### src/hdl/pcge_consts.svh
// Purpose: offsets, field positions, reset values and masks of the
//          peripheral clock gate enable block
// Assumes: 32-bit register words, byte addresses
// Notes:   included by bare name
`ifndef PCGE_CONSTS_SVH
`define PCGE_CONSTS_SVH

// register byte offsets
`define PCGE_FAST_OFS 8'h00
`define PCGE_SLOW_OFS 8'h04

// fast-bus enable register bit positions
`define PCGE_UART_EIGHT_CLK_ON 26
`define PCGE_UART_SEVEN_CLK_ON 25
`define PCGE_USART_SIX_CLK_ON 24
`define PCGE_I2C_THREE_CLK_ON 23
`define PCGE_AUTO_CALIB_CLK_ON 22
`define PCGE_TIMER_ELEVEN_CLK_ON 21
`define PCGE_TIMER_TEN_CLK_ON 20
`define PCGE_TIMER_NINE_CLK_ON 19
`define PCGE_CONVERTER_THREE_CLK_ON 15
`define PCGE_USART_ONE_CLK_ON 14
`define PCGE_TIMER_EIGHT_CLK_ON 13
`define PCGE_SPI_ONE_CLK_ON 12
`define PCGE_TIMER_ONE_CLK_ON 11
`define PCGE_CONVERTER_TWO_CLK_ON 10
`define PCGE_CONVERTER_ONE_CLK_ON 9
`define PCGE_PORT_E_CLK_ON 6
`define PCGE_PORT_D_CLK_ON 5
`define PCGE_PORT_C_CLK_ON 4
`define PCGE_PORT_B_CLK_ON 3
`define PCGE_PORT_A_CLK_ON 2
`define PCGE_PIN_REMAP_CLK_ON 0

// slow-bus enable register bit positions
`define PCGE_DAC_CLK_ON 29
`define PCGE_POWER_CTL_CLK_ON 28
`define PCGE_BACKUP_REGS_CLK_ON 27
`define PCGE_CAN_TWO_CLK_ON 26
`define PCGE_CAN_ONE_CLK_ON 25
`define PCGE_USB_CLK_ON 23
`define PCGE_I2C_TWO_CLK_ON 22
`define PCGE_I2C_ONE_CLK_ON 21
`define PCGE_UART_FIVE_CLK_ON 20
`define PCGE_UART_FOUR_CLK_ON 19
`define PCGE_USART_THREE_CLK_ON 18
`define PCGE_USART_TWO_CLK_ON 17
`define PCGE_SPI_FOUR_CLK_ON 16
`define PCGE_SPI_THREE_CLK_ON 15
`define PCGE_SPI_TWO_CLK_ON 14
`define PCGE_WINDOW_WATCHDOG_CLK_ON 11

// storable bits; reserved read-only bits are absent and read zero
`define PCGE_FAST_WR_MASK 32'h07F8FFFF
`define PCGE_SLOW_WR_MASK 32'h3EFFC9FF
// bits 8:7 and 1 of the fast register store but gate nothing
`define PCGE_FAST_GATE_MASK 32'h07F8FE7D
`define PCGE_SLOW_GATE_MASK 32'h3EFFC9FF

// reset values: every clock off
`define PCGE_FAST_RST 32'h00000000
`define PCGE_SLOW_RST 32'h00000000

// bus answer codes
`define PCGE_RESP_OKAY 2'b00
`define PCGE_RESP_SLVERR 2'b10

`endif

### src/hdl/pcge_pkg.sv
// Purpose: types of the peripheral clock gate enable block
// Assumes: nothing beyond the constants header
// Notes:   struct carries both enable words together
`default_nettype none
package pcge_pkg;
	typedef logic [31:0] pcge_word_t;

	// both enable registers, carried as one unit
	typedef struct packed {
		pcge_word_t fast_bus_periph_clock_enable;
		pcge_word_t slow_bus_periph_clock_enable;
	} pcge_regs_s;

	// read channel state, one-hot
	typedef enum logic [1:0] {
		PCGE_RD_IDLE = 2'b01,
		PCGE_RD_RESP = 2'b10
	} pcge_rd_e;
endpackage
`default_nettype wire

### src/hdl/pcge_clk_gate.sv
// Purpose: glitch-free gating of a bank of clocks from enable levels
// Assumes: enables change only just after a rising clock edge
// Notes:   enable retimed on the falling edge, so the and-gate only
//          switches while the clock is low
`default_nettype none
module pcge_clk_gate #(
	parameter int WIDTH = 32
) (
	input wire logic clk_i, // clock to gate
	input wire logic rst_n_i, // async reset, active low
	input wire logic [WIDTH-1:0] en_i, // enable levels
	output logic [WIDTH-1:0] gclk_o // gated clocks
);
	logic [WIDTH-1:0] en_lo_d;
	logic [WIDTH-1:0] en_lo_q;

	// refused at elaboration: an empty gate bank serves nothing
	if (WIDTH < 1)
	begin
		$error("pcge_clk_gate: WIDTH must be at least 1");
	end

	// enable taken only at the falling clock edge
	always_comb
	begin
		en_lo_d = en_i;
	end

	// falling-edge retime avoids runt high pulses
	always_ff @(negedge clk_i or negedge rst_n_i)
	begin
		if (!rst_n_i)
		begin
			en_lo_q <= '0;
		end
		else
		begin
			en_lo_q <= en_lo_d;
		end
	end

	// whole pulses only: enable is stable while clock is high
	assign gclk_o = {WIDTH{clk_i}} & en_lo_q;
endmodule
`default_nettype wire

### src/hdl/pcge_top.sv
// Purpose: fast- and slow-bus peripheral clock enable registers with
//          glitch-free gating of the peripheral clocks
// Assumes: AXI4-Lite master, one write and one read under way at most
// Notes:   enable levels and gated clocks both leave the block
//
// Operation
// - fast 26,25,24,23,14,12 gate uart8, uart7, usart6, i2c3, usart1, spi1
// - fast 22,21,20,19,13,11 gate calibration unit, timers 11,10,9,8,1
// - fast 15,10,9 gate converters; 6..2 ports E..A; 0 pin remap
// - slow 29,28,27,26,25,23 gate dac, power, backup, can2, can1, usb
// - slow 22 down to 17 gate i2c2, i2c1, uart5, uart4, usart3, usart2
// - slow bits 16,15,14 gate spi4..2; bit 11 gates window watchdog
// - reserved fields reset to zero; software leaves them there
// - slow bit 24 reserved: resets to zero, software leaves it
`include "pcge_consts.svh"
`default_nettype none
module pcge_top #(
	parameter int ADDR_W = 8
) (
	input wire logic MCLK_I, // system clock, 125 MHz
	input wire logic RST_N_I, // async reset, active low
	input wire logic [ADDR_W-1:0] AWADDR_I, // write address
	input wire logic [2:0] AWPROT_I, // write protection, unused
	input wire logic AWVALID_I, // write address valid
	output logic AWREADY_O, // write address ready
	input wire logic [31:0] WDATA_I, // write data
	input wire logic [3:0] WSTRB_I, // write byte enables
	input wire logic WVALID_I, // write data valid
	output logic WREADY_O, // write data ready
	output logic [1:0] BRESP_O, // write response
	output logic BVALID_O, // write response valid
	input wire logic BREADY_I, // write response ready
	input wire logic [ADDR_W-1:0] ARADDR_I, // read address
	input wire logic [2:0] ARPROT_I, // read protection, unused
	input wire logic ARVALID_I, // read address valid
	output logic ARREADY_O, // read address ready
	output logic [31:0] RDATA_O, // read data
	output logic [1:0] RRESP_O, // read response
	output logic RVALID_O, // read data valid
	input wire logic RREADY_I, // read data ready
	output pcge_pkg::pcge_word_t FAST_EN_O, // fast-bus enable levels
	output pcge_pkg::pcge_word_t SLOW_EN_O, // slow-bus enable levels
	output logic [31:0] FAST_GCLK_O, // fast-bus gated clocks
	output logic [31:0] SLOW_GCLK_O // slow-bus gated clocks
);
	import pcge_pkg::*;

	// register state
	pcge_regs_s regs_d;
	pcge_regs_s regs_q;

	// write channel state
	logic aw_got_d;
	logic aw_got_q;
	logic w_got_d;
	logic w_got_q;
	logic [ADDR_W-1:0] awaddr_d;
	logic [ADDR_W-1:0] awaddr_q;
	logic [31:0] wdata_d;
	logic [31:0] wdata_q;
	logic [3:0] wstrb_d;
	logic [3:0] wstrb_q;
	logic awready_d;
	logic awready_q;
	logic wready_d;
	logic wready_q;
	logic bvalid_d;
	logic bvalid_q;
	logic [1:0] bresp_d;
	logic [1:0] bresp_q;

	// read channel state
	pcge_rd_e rd_st_d;
	pcge_rd_e rd_st_q;
	logic arready_d;
	logic arready_q;
	logic rvalid_d;
	logic rvalid_q;
	logic [31:0] rdata_d;
	logic [31:0] rdata_q;
	logic [1:0] rresp_d;
	logic [1:0] rresp_q;

	// gate enables, masked to real peripheral bits
	logic [31:0] fast_gate;
	logic [31:0] slow_gate;

	// handshake and decode terms
	logic aw_hs;
	logic w_hs;
	logic ar_hs;
	logic do_write;
	logic [ADDR_W-1:0] wr_addr;
	logic [31:0] wr_data;
	logic [3:0] wr_strb;
	logic [31:0] byte_mask;

	if (ADDR_W < 3 || ADDR_W > 32)
	begin
		$error("pcge_top: ADDR_W must lie between 3 and 32");
	end

	// expand byte enables to a bit mask
	function automatic logic [31:0] strb_to_mask(input logic [3:0] s);
		logic [31:0] m;
		m = '0;
		for (int i = 0; i < 4; i++)
		begin
			m[i*8 +: 8] = {8{s[i]}};
		end
		return m;
	endfunction

	// merge a write into a word, keeping unstored bits at zero
	function automatic logic [31:0] merge(input logic [31:0] old,
		input logic [31:0] data, input logic [31:0] bm,
		input logic [31:0] wm);
		logic [31:0] r;
		r = ((old & ~bm) | (data & bm)) & wm;
		return r;
	endfunction

	// handshakes happen when valid meets a registered ready
	assign aw_hs = AWVALID_I & awready_q;
	assign w_hs = WVALID_I & wready_q;
	assign ar_hs = ARVALID_I & arready_q;

	// use the held beat, or the one arriving this cycle
	assign wr_addr = aw_hs ? AWADDR_I : awaddr_q;
	assign wr_data = w_hs ? WDATA_I : wdata_q;
	assign wr_strb = w_hs ? WSTRB_I : wstrb_q;
	assign byte_mask = strb_to_mask(wr_strb);
	assign do_write = (aw_got_q | aw_hs) & (w_got_q | w_hs) & ~bvalid_q;

	// write channel: address and data in either order, then response
	always_comb
	begin
		aw_got_d = aw_got_q | aw_hs;
		w_got_d = w_got_q | w_hs;
		awaddr_d = aw_hs ? AWADDR_I : awaddr_q;
		wdata_d = w_hs ? WDATA_I : wdata_q;
		wstrb_d = w_hs ? WSTRB_I : wstrb_q;
		bvalid_d = bvalid_q & ~BREADY_I;
		bresp_d = bresp_q;
		regs_d = regs_q;
		if (do_write)
		begin
			aw_got_d = 1'b0;
			w_got_d = 1'b0;
			bvalid_d = 1'b1;
			bresp_d = `PCGE_RESP_OKAY;
			// reserved read-only bits never store; they stay zero
			case (wr_addr[ADDR_W-1:2])
				`PCGE_FAST_OFS >> 2:
				begin
					regs_d.fast_bus_periph_clock_enable = merge(
						regs_q.fast_bus_periph_clock_enable, wr_data,
						byte_mask, `PCGE_FAST_WR_MASK);
				end
				`PCGE_SLOW_OFS >> 2:
				begin
					regs_d.slow_bus_periph_clock_enable = merge(
						regs_q.slow_bus_periph_clock_enable, wr_data,
						byte_mask, `PCGE_SLOW_WR_MASK);
				end
				default:
				begin
					bresp_d = `PCGE_RESP_SLVERR;
				end
			endcase
		end
		// one write at a time: no new beats while a response waits
		awready_d = ~aw_got_d & ~bvalid_d;
		wready_d = ~w_got_d & ~bvalid_d;
	end

	// read channel: one read under way, answer one cycle after address
	always_comb
	begin
		rd_st_d = rd_st_q;
		rvalid_d = rvalid_q;
		rdata_d = rdata_q;
		rresp_d = rresp_q;
		case (rd_st_q)
			PCGE_RD_IDLE:
			begin
				if (ar_hs)
				begin
					rd_st_d = PCGE_RD_RESP;
					rvalid_d = 1'b1;
					rresp_d = `PCGE_RESP_OKAY;
					case (ARADDR_I[ADDR_W-1:2])
						`PCGE_FAST_OFS >> 2:
						begin
							rdata_d = regs_q.fast_bus_periph_clock_enable;
						end
						`PCGE_SLOW_OFS >> 2:
						begin
							rdata_d = regs_q.slow_bus_periph_clock_enable;
						end
						default:
						begin
							rdata_d = 32'h00000000;
							rresp_d = `PCGE_RESP_SLVERR;
						end
					endcase
				end
			end
			PCGE_RD_RESP:
			begin
				if (RREADY_I)
				begin
					rd_st_d = PCGE_RD_IDLE;
					rvalid_d = 1'b0;
				end
			end
			default:
			begin
				rd_st_d = PCGE_RD_IDLE;
				rvalid_d = 1'b0;
			end
		endcase
		arready_d = (rd_st_d == PCGE_RD_IDLE);
	end

	// bus and register state; every enable starts off
	always_ff @(posedge MCLK_I or negedge RST_N_I)
	begin
		if (!RST_N_I)
		begin
			regs_q.fast_bus_periph_clock_enable <= `PCGE_FAST_RST;
			regs_q.slow_bus_periph_clock_enable <= `PCGE_SLOW_RST;
			aw_got_q <= 1'b0;
			w_got_q <= 1'b0;
			awaddr_q <= '0;
			wdata_q <= 32'h00000000;
			wstrb_q <= 4'h0;
			awready_q <= 1'b0;
			wready_q <= 1'b0;
			bvalid_q <= 1'b0;
			bresp_q <= `PCGE_RESP_OKAY;
			rd_st_q <= PCGE_RD_IDLE;
			arready_q <= 1'b0;
			rvalid_q <= 1'b0;
			rdata_q <= 32'h00000000;
			rresp_q <= `PCGE_RESP_OKAY;
		end
		else
		begin
			regs_q <= regs_d;
			aw_got_q <= aw_got_d;
			w_got_q <= w_got_d;
			awaddr_q <= awaddr_d;
			wdata_q <= wdata_d;
			wstrb_q <= wstrb_d;
			awready_q <= awready_d;
			wready_q <= wready_d;
			bvalid_q <= bvalid_d;
			bresp_q <= bresp_d;
			rd_st_q <= rd_st_d;
			arready_q <= arready_d;
			rvalid_q <= rvalid_d;
			rdata_q <= rdata_d;
			rresp_q <= rresp_d;
		end
	end

	// route each stored enable to its peripheral clock gate
	always_comb
	begin
		fast_gate = 32'h00000000;
		slow_gate = 32'h00000000;
		fast_gate[`PCGE_UART_EIGHT_CLK_ON] =
			regs_q.fast_bus_periph_clock_enable[`PCGE_UART_EIGHT_CLK_ON];
		fast_gate[`PCGE_UART_SEVEN_CLK_ON] =
			regs_q.fast_bus_periph_clock_enable[`PCGE_UART_SEVEN_CLK_ON];
		fast_gate[`PCGE_USART_SIX_CLK_ON] =
			regs_q.fast_bus_periph_clock_enable[`PCGE_USART_SIX_CLK_ON];
		fast_gate[`PCGE_I2C_THREE_CLK_ON] =
			regs_q.fast_bus_periph_clock_enable[`PCGE_I2C_THREE_CLK_ON];
		fast_gate[`PCGE_USART_ONE_CLK_ON] =
			regs_q.fast_bus_periph_clock_enable[`PCGE_USART_ONE_CLK_ON];
		fast_gate[`PCGE_SPI_ONE_CLK_ON] =
			regs_q.fast_bus_periph_clock_enable[`PCGE_SPI_ONE_CLK_ON];
		// calibration unit and the fast-bus timers
		fast_gate[22:19] = regs_q.fast_bus_periph_clock_enable[22:19];
		fast_gate[`PCGE_TIMER_EIGHT_CLK_ON] =
			regs_q.fast_bus_periph_clock_enable[`PCGE_TIMER_EIGHT_CLK_ON];
		fast_gate[`PCGE_TIMER_ONE_CLK_ON] =
			regs_q.fast_bus_periph_clock_enable[`PCGE_TIMER_ONE_CLK_ON];
		// converters, ports and pin remap
		fast_gate[`PCGE_CONVERTER_THREE_CLK_ON] =
			regs_q.fast_bus_periph_clock_enable[`PCGE_CONVERTER_THREE_CLK_ON];
		fast_gate[10:9] = regs_q.fast_bus_periph_clock_enable[10:9];
		fast_gate[6:2] = regs_q.fast_bus_periph_clock_enable[6:2];
		fast_gate[`PCGE_PIN_REMAP_CLK_ON] =
			regs_q.fast_bus_periph_clock_enable[`PCGE_PIN_REMAP_CLK_ON];
		// slow-bus peripherals
		slow_gate[29:25] = regs_q.slow_bus_periph_clock_enable[29:25];
		slow_gate[`PCGE_USB_CLK_ON] =
			regs_q.slow_bus_periph_clock_enable[`PCGE_USB_CLK_ON];
		slow_gate[22:17] = regs_q.slow_bus_periph_clock_enable[22:17];
		slow_gate[16:14] = regs_q.slow_bus_periph_clock_enable[16:14];
		slow_gate[`PCGE_WINDOW_WATCHDOG_CLK_ON] =
			regs_q.slow_bus_periph_clock_enable[11];
		// low slow bits are stored enables for the remaining timers
		slow_gate[8:0] = regs_q.slow_bus_periph_clock_enable[8:0];
	end

	// gates retime on the falling edge so pulses are never cut short
	pcge_clk_gate #(.WIDTH(32)) u_fast_gate (
		.clk_i(MCLK_I),
		.rst_n_i(RST_N_I),
		.en_i(fast_gate & `PCGE_FAST_GATE_MASK),
		.gclk_o(FAST_GCLK_O)
	);
	pcge_clk_gate #(.WIDTH(32)) u_slow_gate (
		.clk_i(MCLK_I),
		.rst_n_i(RST_N_I),
		.en_i(slow_gate & `PCGE_SLOW_GATE_MASK),
		.gclk_o(SLOW_GCLK_O)
	);

	// outputs straight from flip-flops
	assign AWREADY_O = awready_q;
	assign WREADY_O = wready_q;
	assign BVALID_O = bvalid_q;
	assign BRESP_O = bresp_q;
	assign ARREADY_O = arready_q;
	assign RVALID_O = rvalid_q;
	assign RDATA_O = rdata_q;
	assign RRESP_O = rresp_q;
	assign FAST_EN_O = regs_q.fast_bus_periph_clock_enable;
	assign SLOW_EN_O = regs_q.slow_bus_periph_clock_enable;
endmodule
`default_nettype wire

### config.mk
export PLATFORM = sky130hd
export DESIGN_NAME = pcge_top
export DESIGN_NICKNAME = d
export VERILOG_FILES = /design/src/hdl/pcge_pkg.sv /design/src/hdl/pcge_clk_gate.sv /design/src/hdl/pcge_top.sv
export VERILOG_INCLUDE_DIRS = /design/src /design/src/hdl
export SDC_FILE = /design/constraint.sdc
export NUM_CORES = 1
export LEC_CHECK = 0
export BUFFER_PORTS_ARGS = -buffer_cell sky130_fd_sc_hd__buf_2
export CAP_MARGIN = 25
export CORE_MARGIN = 5
export CORE_UTILIZATION = 30
export CTS_CLUSTER_DIAMETER = 120
export DETAILED_ROUTE_END_ITERATION = 10
export PLACE_DENSITY = 0.58
export SYNTH_ARGS = -nofsm -noshare
export SYNTH_HDL_FRONTEND = slang
export SYNTH_HIERARCHICAL = 1
export SYNTH_SLANG_ARGS = --single-unit
### constraint.sdc
create_clock -name MCLK_I -period 3 [get_ports MCLK_I]
set_input_delay 0.6 -clock MCLK_I [delete_from_list [all_inputs] [get_ports MCLK_I]]
set_output_delay 0.6 -clock MCLK_I [all_outputs]
set_load 0.02 [all_outputs]
==> summary.txt, run 1 <==
Timing
  – WHS: roughly 0.30 ns
  – Final setup vio count: roughly 130
  – RSZ-0062 raised after global routing: true
  – Setup ws final: -0.315 ns
  – Slew margin rel.: 0.449
  – Slew @ Worst Pin: between 0.8 and 0.9 ns
  – Final hold vios: 0
  – Fin. max-slew vios: 0
  – Clock skew: approximately 0.012 ns

Synth
  – Yosys warns: 6
  – Post-synthesis register bit count: 194
  – Sequential element share of the synthesized area: 0.646
  – Post-synth EDFFs: 0
  – Gate Count Post-Synth: 507
  – Synth async-reset ratio: 1.00
  – Mapped Avg Cell Area: between 10 and 15 um^2
  – Ys flop type: dfrtp_1
  – Distinct cells, synth: 37
  – Netlist Area Pre-Place: around 7500 um^2

Outcome
  – Failing checks: setup timing
  – Status: finished, violations left

Global routing
  – Grt ovf: 0
  – Number of global-route vias before repair: 5977
  – Gr usage total: 0.141
  – Initial antenna violation count: 2
  – First-pass GRT wire length: around 31 mm
  – Largest net degree at the start of global routing: 39

Critical path
  – Crit path required time: about 2.4 ns
  – FF-to-FF path depth: 5
  – CP startpoint kind: flop
  – Crit path kind: flop to primary output
  – Worst setup EP type: primary output
  – Reg2reg setup slack: 0.58 ns
  – CP Data Arrival Time: 2.72 ns
  – Max FO, Critical Path: 1
  – Reg2reg start: AWREADY_O

Die
  – Ports: 234
  – Row count: 58
  – Die Width: 168 um
  – Core Region: approximately 25000 um^2
  – Die H: 168 um
  – Full die area: 28300 um^2
  – Initial Util: 0.302

Drt
  – Total number of vias: between 4000 and 5000
  – TritonRoute pass-1 iters: 4
  – Vias per cell: 4.37
  – DRC violation total after the first TritonRoute iteration: approximately 290
  – Post-route DRC: 0
  – WL final: slightly below 20 mm
  – Wire length per cell: approximately 17 um
  – Post-route ant nets: 0

Placement
  – Pre-CTS setup slack: around 0.25 ns
  – Global placement routability congestion: slightly above 0.7
  – DP HPWL: 12.9 mm
  – # port buffers: slightly above 200

Power
  – Sequential share of power: 0.344
  – Switching share of total power: 0.340
  – Static Leak: between 5 and 6 nW
  – Power share of the clock group: 0.486
  – Combinational Power Share: 0.170
  – Worst VDD drop: 553 uV
  – Switching pwr: 0.00365 W
  – Pwr per Cell Area: 1010 nW/um^2
  – Cell Int Power: around 0.0071 W

Layout
  – Most frequent cells in the layout: buf_2, dfrtp_1, mux2_2
  – Layout cell share with drive strength beyond 1: 0.557
  – Layout area overhead: 41.8%
  – Final Net Count: ~840
  – N_diodes: 0
  – Util after Layout: 0.428
  – Most common cell after layout, fill and taps aside: buf_2

Run
  – # Max-Cap Violations: 0

CTS
  – Clock Latency Late Sink: roughly 0.54 ns
  – CTS tree: yes
  – Setup bufs post-CTS: 0
  – Clk pin slew, worst setup/hold paths: 0.08 ns

Hold path
  – Hold Path Cell Cnt: 2
  – Hold path startpoint: AWADDR_I[4]
  – Hold path endpoint: awaddr_q[4]
  – Min-delay worst type: input port to flop
==> critical path, cell delays in order (launching register included) <==
cell     delay [ns]
dfrtn_1        0.42
and2_4         0.15
buf_6          0.11
==> power groups by stage <==
stage	Sequential, W	Combinational, W	Clock [W]
2_1_floorplan	0.00390	0.00100	0.000694
3_3_place_gp	0.00372	0.00181	0.000717
3_5_place_dp	0.00374	0.00184	0.000717
4_1_cts	0.00370	0.00185	0.00541
5_1_grt	0.00379	0.00199	0.00559
6_report	0.00369	0.00182	0.00521
==> metrics by stage <==
step	total power [W]	setup TNS, ns	std cells	area [um^2]
floorplan	0.00559	0	543	7650
global placement	0.00625	0	1059	9070
detailed placement	0.00630	0	1059	9070
CTS	0.0110	-17.50	1118	10700
global route	0.0114	-19.29	1118	10700
finish	0.0107	-16.36	1118	10700
==> cell families after synthesis <==
| family | share of synthesized area |
|---|---|
| adders and majority gates | 0.00333 |
| AOI/OAI and AO/OA | 0.0636 |
| buffers and inverters | 0.0345 |
| muxes | 0.160 |
| and+or+nand+nor | 0.0924 |
| DFF | 0.646 |
| other | 0.000499 |
==> worst max-delay path by stage <==
stage                                 start         endpoint  slack, ns
global route        u_fast_gate/en_lo_q[11]  FAST_GCLK_O[11]      -0.34
global placement                AWADDR_I[6]             flop       0.24
finish               u_slow_gate/en_lo_q[8]   SLOW_GCLK_O[8]      -0.32
CTS                 u_fast_gate/en_lo_q[11]  FAST_GCLK_O[11]      -0.30
detailed placement   u_fast_gate/en_lo_q[1]   FAST_GCLK_O[1]       0.25
floorplan            u_fast_gate/en_lo_q[0]   FAST_GCLK_O[0]       0.35
==> cell type report <==
cell class                 instances  area, um^2
clock inverter                    16         149
multi-input combinational        302        2630
fill                            2320       14200
tap                              330         413
sequential                       194        4860
timing repair buffer             161         912
inverter                           9        33.8
clock buffer                     106        1670
==> what timing repair did <==
action,in CTS,in global routing
resized for setup,192,0
hold buffers,1,0
hold endpoints to repair,10,0
pin swaps,59,7
endpoints found under the setup margin,128,128
==> metal layers <==
metal,up-vias,global-route usage,part of all wire,wire length (um)
met2,203,0.204,0.48,9390
met1,2393,0.148,0.38,7350
met4,4,0.113,0.042,809
met5,-,0,0.0012,23
met3,68,0.0829,0.093,1800
li1,2214,-,-,-
==> Yosys cell counts, types with 2 or more instances <==
| cell type | instances | area [um^2] |
|---|---|---|
| inv_1 | 8 | 30.0 |
| dfrtp_1 | 129 | 3230 |
| and2_2 | 64 | 480 |
| o21ai_0 | 20 | 100 |
| buf_1 | 2 | 7.51 |
| buf_4 | 20 | 150 |
| or3_1 | 2 | 12.5 |
| or4_1 | 2 | 15.0 |
| o21bai_1 | 2 | 15.0 |
| nor2b_1 | 4 | 25.0 |
| nor3_1 | 2 | 10.0 |
| mux2_2 | 81 | 912 |
| a32o_1 | 6 | 60.1 |
| a22o_1 | 5 | 43.8 |
| nand2_1 | 22 | 82.6 |
| dfrtn_1 | 64 | 1600 |
| clkbuf_2 | 6 | 30.0 |
| a21oi_1 | 5 | 25.0 |
| nor2_1 | 4 | 15.0 |
| a2111oi_4 | 7 | 193 |
| ha_1 | 2 | 25.0 |
| mux2i_1 | 23 | 230 |
| clkbuf_1 | 10 | 37.5 |
| o22a_1 | 2 | 17.5 |
| mux2_1 | 3 | 33.8 |
Note: power is estimated with default switching activity, not from simulation.
==> run 2: changes to the inputs <==
Settings changed: CORE_UTILIZATION 30 to 51, PLACE_DENSITY 0.58 to 0.86.
==> run 2 against run 1 <==
Compared with the run above: worst setup slack improved by 0.0062 ns; total power rose by 0.70%; non-clock buffer count fell by 2; sequential power rose by 1%; clock skew rose by 0.0029 ns; the run still ends with setup timing left; clock power barely moved.
==> summary.txt, run 2 (same netlist as run 1, synthesis figures left out) <==
Drt
  – Post-route ant nets: 0 (unchanged)
  – Vias per cell: 5.25 (was 4.37)
  – Post-route DRC: 0 (unchanged)
  – Total number of vias: 5136 (was 4882)
  – TritonRoute pass-1 iters: 4 (unchanged)
  – Wire length per cell: 20.5 um (was 17.3 um)
  – WL final: 20.1 mm (was 19.4 mm)
  – DRC violation total after the first TritonRoute iteration: 227 (was 289)

Layout
  – Most frequent cells in the layout: buf_2, dfrtp_1, mux2_2 (unchanged)
  – Filler instances: 912 (was 2320)
  – Layout area overhead: 39.3% (was 41.8%)
  – Layout cell share with drive strength beyond 1: 0.550 (was 0.557)
  – N_diodes: 0 (unchanged)
  – Multi-input logic area: 2630 um^2 (unchanged)
  – Most common cell after layout, fill and taps aside: buf_2 (unchanged)
  – Sequential cell area: 4860 um^2 (unchanged)
  – Final Net Count: 834 (was 836)

Die
  – Core Region: 14500 um^2 (was 24900 um^2)
  – Row count: 44 (was 58)
  – Die H: 131 um (was 168 um)
  – Ports: 234 (unchanged)
  – Initial Util: 0.519 (was 0.302)
  – Full die area: 17300 um^2 (was 28300 um^2)
  – Die Width: 131 um (was 168 um)

Global routing
  – Gr usage total: 0.240 (was 0.141)
  – Largest net degree at the start of global routing: 36 (was 39)
  – Number of global-route vias before repair: 6418 (was 5977)
  – Initial antenna violation count: 0 (was 2)
  – First-pass GRT wire length: 32.3 mm (was 30.8 mm)
  – Grt ovf: 0 (unchanged)

Timing
  – RSZ-0062 raised after global routing: true (unchanged)
  – Final setup vio count: 128 (unchanged)
  – Setup ws final: -0.309 ns (was -0.315 ns)
  – Fin. max-slew vios: 0 (unchanged)
  – Slew @ Worst Pin: 0.922 ns (was 0.826 ns)
  – Clock skew: 0.0150 ns (was 0.0121 ns)
  – Final hold vios: 0 (unchanged)
  – Final setup TNS: -16.95 ns (was -16.36 ns)
  – Slew margin rel.: 0.385 (was 0.449)
  – WHS: 0.305 ns (was 0.296 ns)

Power
  – Static Leak: 5.43 nW (was 5.44 nW)
  – Worst VDD drop: 626 uV (was 553 uV)
  – Pwr per Cell Area: 1030 nW/um^2 (was 1010 nW/um^2)

Run
  – # Max-Cap Violations: 0 (unchanged)

Outcome
  – Status: finished, violations left (unchanged)
  – Failing checks: setup timing (unchanged)

Critical path
  – Crit path from: u_fast_gate/en_lo_q[5] (was u_slow_gate/en_lo_q[8])
  – FF-to-FF path depth: 5 (unchanged)
  – Max FO, Critical Path: 1 (unchanged)
  – Reg2reg start: awaddr_q[7] (was AWREADY_O)
  – Crit path required time: 2.40 ns (about the same)
  – Reg2reg setup slack: 0.60 ns (was 0.58 ns)
  – Worst setup EP type: primary output (unchanged)
  – CP Data Arrival Time: 2.71 ns (was 2.72 ns)
  – Setup crit end: FAST_GCLK_O[5] (was SLOW_GCLK_O[8])
  – CP startpoint kind: flop (unchanged)
  – Crit path kind: flop to primary output (unchanged)

Placement
  – # port buffers: 202 (unchanged)
  – Pre-CTS setup slack: 0.231 ns (was 0.253 ns)
  – DP HPWL: 12.8 mm (was 12.9 mm)
  – Global placement routability congestion: 0.844 (was 0.721)

CTS
  – Clk pin slew, worst setup/hold paths: 0.06 ns (was 0.08 ns)
  – Clock Latency Late Sink: 0.54 ns (about the same)
  – CTS tree: yes (unchanged)
  – Setup bufs post-CTS: 0 (unchanged)

Hold path
  – Min-delay worst type: input port to flop (unchanged)
-- run 2: critical path, cell delays in order (launching register included) --
cell     delay [ns]
dfrtn_1        0.41
and2_4         0.15
buf_6          0.12
-- run 2: through the flow --
step	instances	area [um^2]	utilization	power, W
global route	979	10500	0.723	0.0114
global placement	911	8860	0.612	0.00614
detailed placement	911	8860	0.612	0.00630
finish	979	10500	0.723	0.0108
floorplan	543	7650	-	0.00559
CTS	979	10500	0.723	0.0109
-- run 2: repair_timing --
item,4_1_cts,5_1_grt
gates cloned,0,0
pin swaps,62,0
endpoints found under the setup margin,128,128
hold buffers,1,0
endpoints found under the hold margin,7,0
resized for setup,192,0
-- run 2: layout make-up --
class | count | area share
clock buffer | 119 | 0.168
tap | 184 | 0.0220
clock inverter | 12 | 0.00824
multi-input combinational | 302 | 0.251
inverter | 9 | 0.00323
sequential | 194 | 0.464
timing repair buffer | 159 | 0.0845
-- run 2: layer usage --
metal	part of all wire	global-route usage	vias up
met3	0.099	0.128	85
met2	0.51	0.360	264
met4	0.047	0.213	0
li1	-	-	2227
met1	0.34	0.240	2560
met5	0	0	-
-- run 2: worst min path at each step --
stage | from | end | slack (ns) | cells after the start
after floorplan | RST_N_I | ARREADY_O | 0.30 | 0
after global placement | RDATA_O[21] | RDATA_O[21] | 0.46 | 2
after detailed placement | RDATA_O[25] | RDATA_O[25] | 0.47 | 2
after CTS | AWADDR_I[6] | awaddr_q[6] | 0.29 | 2
after global routing | AWADDR_I[4] | awaddr_q[4] | 0.30 | 2
final | AWADDR_I[6] | awaddr_q[6] | 0.31 | 2
-- run 2: power by group --
group | switching, W | internal, W | leakage (nW)
Combinational | 0.00111 | 0.000737 | 1.67
Sequential | 0.000412 | 0.00333 | 2.54
Clock | 0.00211 | 0.00310 | 1.22
==> run 3: changes to the inputs <==
Settings changed: BUFFER_PORTS_ARGS -buffer_cell sky130_fd_sc_hd__buf_2 to -buffer_cell sky130_fd_sc_hd__buf_4, CELL_PAD_IN_SITES_DETAIL_PLACEMENT set to 1, CELL_PAD_IN_SITES_GLOBAL_PLACEMENT set to 1, CORE_UTILIZATION 51 to 41, REMOVE_ABC_BUFFERS set to 1.
==> run 3 against run 2 <==
Compared with the run above: the run still ends with setup timing left; sequential share of layout area is 1.9 points lower; sequential cell count stayed put; design area is 4.2% higher; via count is 0.90% lower; combinational power is 9.7% higher; worst setup slack better by 0.0037 ns; critical path type unchanged; largest cell class unchanged.
==> summary.txt, run 3 (same netlist as run 1, synthesis figures left out) <==
Outcome
  – Status: finished, violations left (unchanged)
  – Failing checks: setup timing (unchanged)

Timing
  – Slew margin rel.: 0.422 (was 0.385)
  – Slew @ Worst Pin: 0.861 ns (was 0.922 ns)
  – Final setup TNS: -16.92 ns (was -16.95 ns)
  – Clock skew: 0.0114 ns (was 0.0150 ns)
  – Final hold vios: 0 (unchanged)
  – Fin. max-slew vios: 0 (unchanged)
  – Setup ws final: -0.306 ns (was -0.309 ns)
  – Final setup vio count: 128 (unchanged)
  – RSZ-0062 raised after global routing: true (unchanged)

Run
  – # Max-Cap Violations: 0 (unchanged)

Die
  – Ports: 234 (unchanged)
  – Die H: 145 um (was 131 um)
  – Initial Util: 0.417 (was 0.519)
  – Core Region: 18000 um^2 (was 14500 um^2)
  – Row count: 49 (was 44)
  – Full die area: 21100 um^2 (was 17300 um^2)
  – Die Width: 145 um (was 131 um)

Drt
  – DRC violation total after the first TritonRoute iteration: 141 (was 227)
  – Wire length per cell: 20.9 um (was 20.5 um)
  – Vias per cell: 4.96 (was 5.25)
  – Post-route DRC: 0 (unchanged)
  – WL final: 21.5 mm (was 20.1 mm)
  – TritonRoute pass-1 iters: 4 (unchanged)
  – Post-route ant nets: 0 (unchanged)
  – Total number of vias: 5090 (was 5136)

Layout
  – Most common cell after layout, fill and taps aside: buf_4 (was buf_2)
  – Layout cell share with drive strength beyond 1: 0.547 (was 0.550)
  – Layout area overhead: 45.3% (was 39.3%)
  – Final Net Count: 836 (was 834)
  – N_diodes: 0 (unchanged)
  – Filler instances: 1749 (was 912)
  – Most frequent cells in the layout: buf_4, dfrtp_1, mux2_2 (was buf_2, dfrtp_1, mux2_2)

Placement
  – Pre-CTS setup slack: 0.153 ns (was 0.231 ns)
  – # port buffers: 202 (unchanged)
  – Global placement routability congestion: 0.742 (was 0.844)
  – DP HPWL: 14.2 mm (was 12.8 mm)

Global routing
  – Gr busiest metal: met2 (unchanged)
  – Grt ovf: 0 (unchanged)
  – Gr usage total: 0.209 (was 0.240)
  – First-pass GRT wire length: 34.3 mm (was 32.3 mm)
  – Initial antenna violation count: 0 (unchanged)
  – Largest net degree at the start of global routing: 37 (was 36)
  – Number of global-route vias before repair: 6744 (was 6418)
  – Grt met1 use: 0.215 (was 0.240)
  – M2 GR Usage: 0.320 (was 0.360)
  – Met3 usage: 0.109 (was 0.128)

Hold path
  – Min-delay worst type: input port to flop (unchanged)
  – Hold Path Cell Cnt: 2 (unchanged)
  – Hold path endpoint: wdata_q[16] (was awaddr_q[6])
  – Hold path startpoint: WDATA_I[16] (was AWADDR_I[6])

Critical path
  – Crit path kind: flop to primary output (unchanged)
  – CP startpoint kind: flop (unchanged)
  – Max FO, Critical Path: 1 (unchanged)
  – CP Data Arrival Time: 2.71 ns (about the same)
  – Reg2reg setup slack: 0.59 ns (was 0.60 ns)
  – Worst setup EP type: primary output (unchanged)
  – Crit path required time: 2.40 ns (about the same)
  – FF-to-FF path depth: 5 (unchanged)
  – Reg2reg start: AWREADY_O (was awaddr_q[7])

Power
  – Static Leak: 5.50 nW (was 5.43 nW)
  – Pwr per Cell Area: 1020 nW/um^2 (was 1030 nW/um^2)
  – Worst VDD drop: 605 uV (was 626 uV)

CTS
  – Clock Latency Late Sink: 0.53 ns (was 0.54 ns)
  – Setup bufs post-CTS: 0 (unchanged)
  – CTS tree: yes (unchanged)
  – Clk pin slew, worst setup/hold paths: 0.07 ns (was 0.06 ns)
==> run 3: how the worst max path moves through the flow <==
stage	startpoint	to	slack, ns	cells past startpoint
finish	u_fast_gate/en_lo_q[16]	FAST_GCLK_O[16]	-0.31	2
CTS	u_fast_gate/en_lo_q[20]	FAST_GCLK_O[20]	-0.33	2
floorplan	WVALID_I	flop	0.22	4
detailed placement	AWADDR_I[6]	flop	0.15	6
global route	u_fast_gate/en_lo_q[16]	FAST_GCLK_O[16]	-0.34	2
global placement	AWADDR_I[6]	flop	0.20	6
==> run 3: layout make-up <==
class                           count  area, um^2  area share
Tap cell                          229         287      0.0262
Inverter                            9        33.8     0.00309
Clock buffer                      122        1790       0.164
Timing Repair Buffer              161        1250       0.115
Multi-Input combinational cell    302        2630       0.241
Clock inverter                      9        70.1     0.00642
Sequential cell                   194        4860       0.445
==> run 3: where the power goes <==
group	leakage, nW	switching (W)	internal [W]
logic	1.72	0.00114	0.000897
clock network	1.23	0.00213	0.00317
registers	2.54	0.000420	0.00333
==> run 3: what timing repair did <==
item | in CTS | in global routing
hold endpoints to repair | 14 | 0
gates resized for setup | 125 | 3
endpoints found under the setup margin | 128 | 128
pin swaps | 59 | 8
hold buffers | 1 | 0
==> run 3: worst max-delay path, cell delays in order, from the launching register on <==
cell and delay, ns:
dfrtn_1 0.42, and2_4 0.15, buf_6 0.11
==> run 3: stage by stage <==
step                instance area, um^2  hold slack (ns)   util  std cells  power, W
finish                            10900            0.318  0.606       1026    0.0111
floorplan                          7420            0.304      -        505   0.00540
detailed placement                 9450            0.476  0.524        958   0.00667
CTS                               10900            0.294  0.605       1026    0.0113
global route                      10900            0.296  0.606       1026    0.0117
global placement                   9450            0.467  0.524        958   0.00648
==> run 3: routing by layer <==
| layer | up-vias | wire (um) |
|---|---|---|
| li1 | 2228 | - |
| met1 | 2563 | 7650 |
| met2 | 233 | 11200 |
| met3 | 66 | 1860 |
| met4 | 0 | 780 |
| met5 | - | 0 |
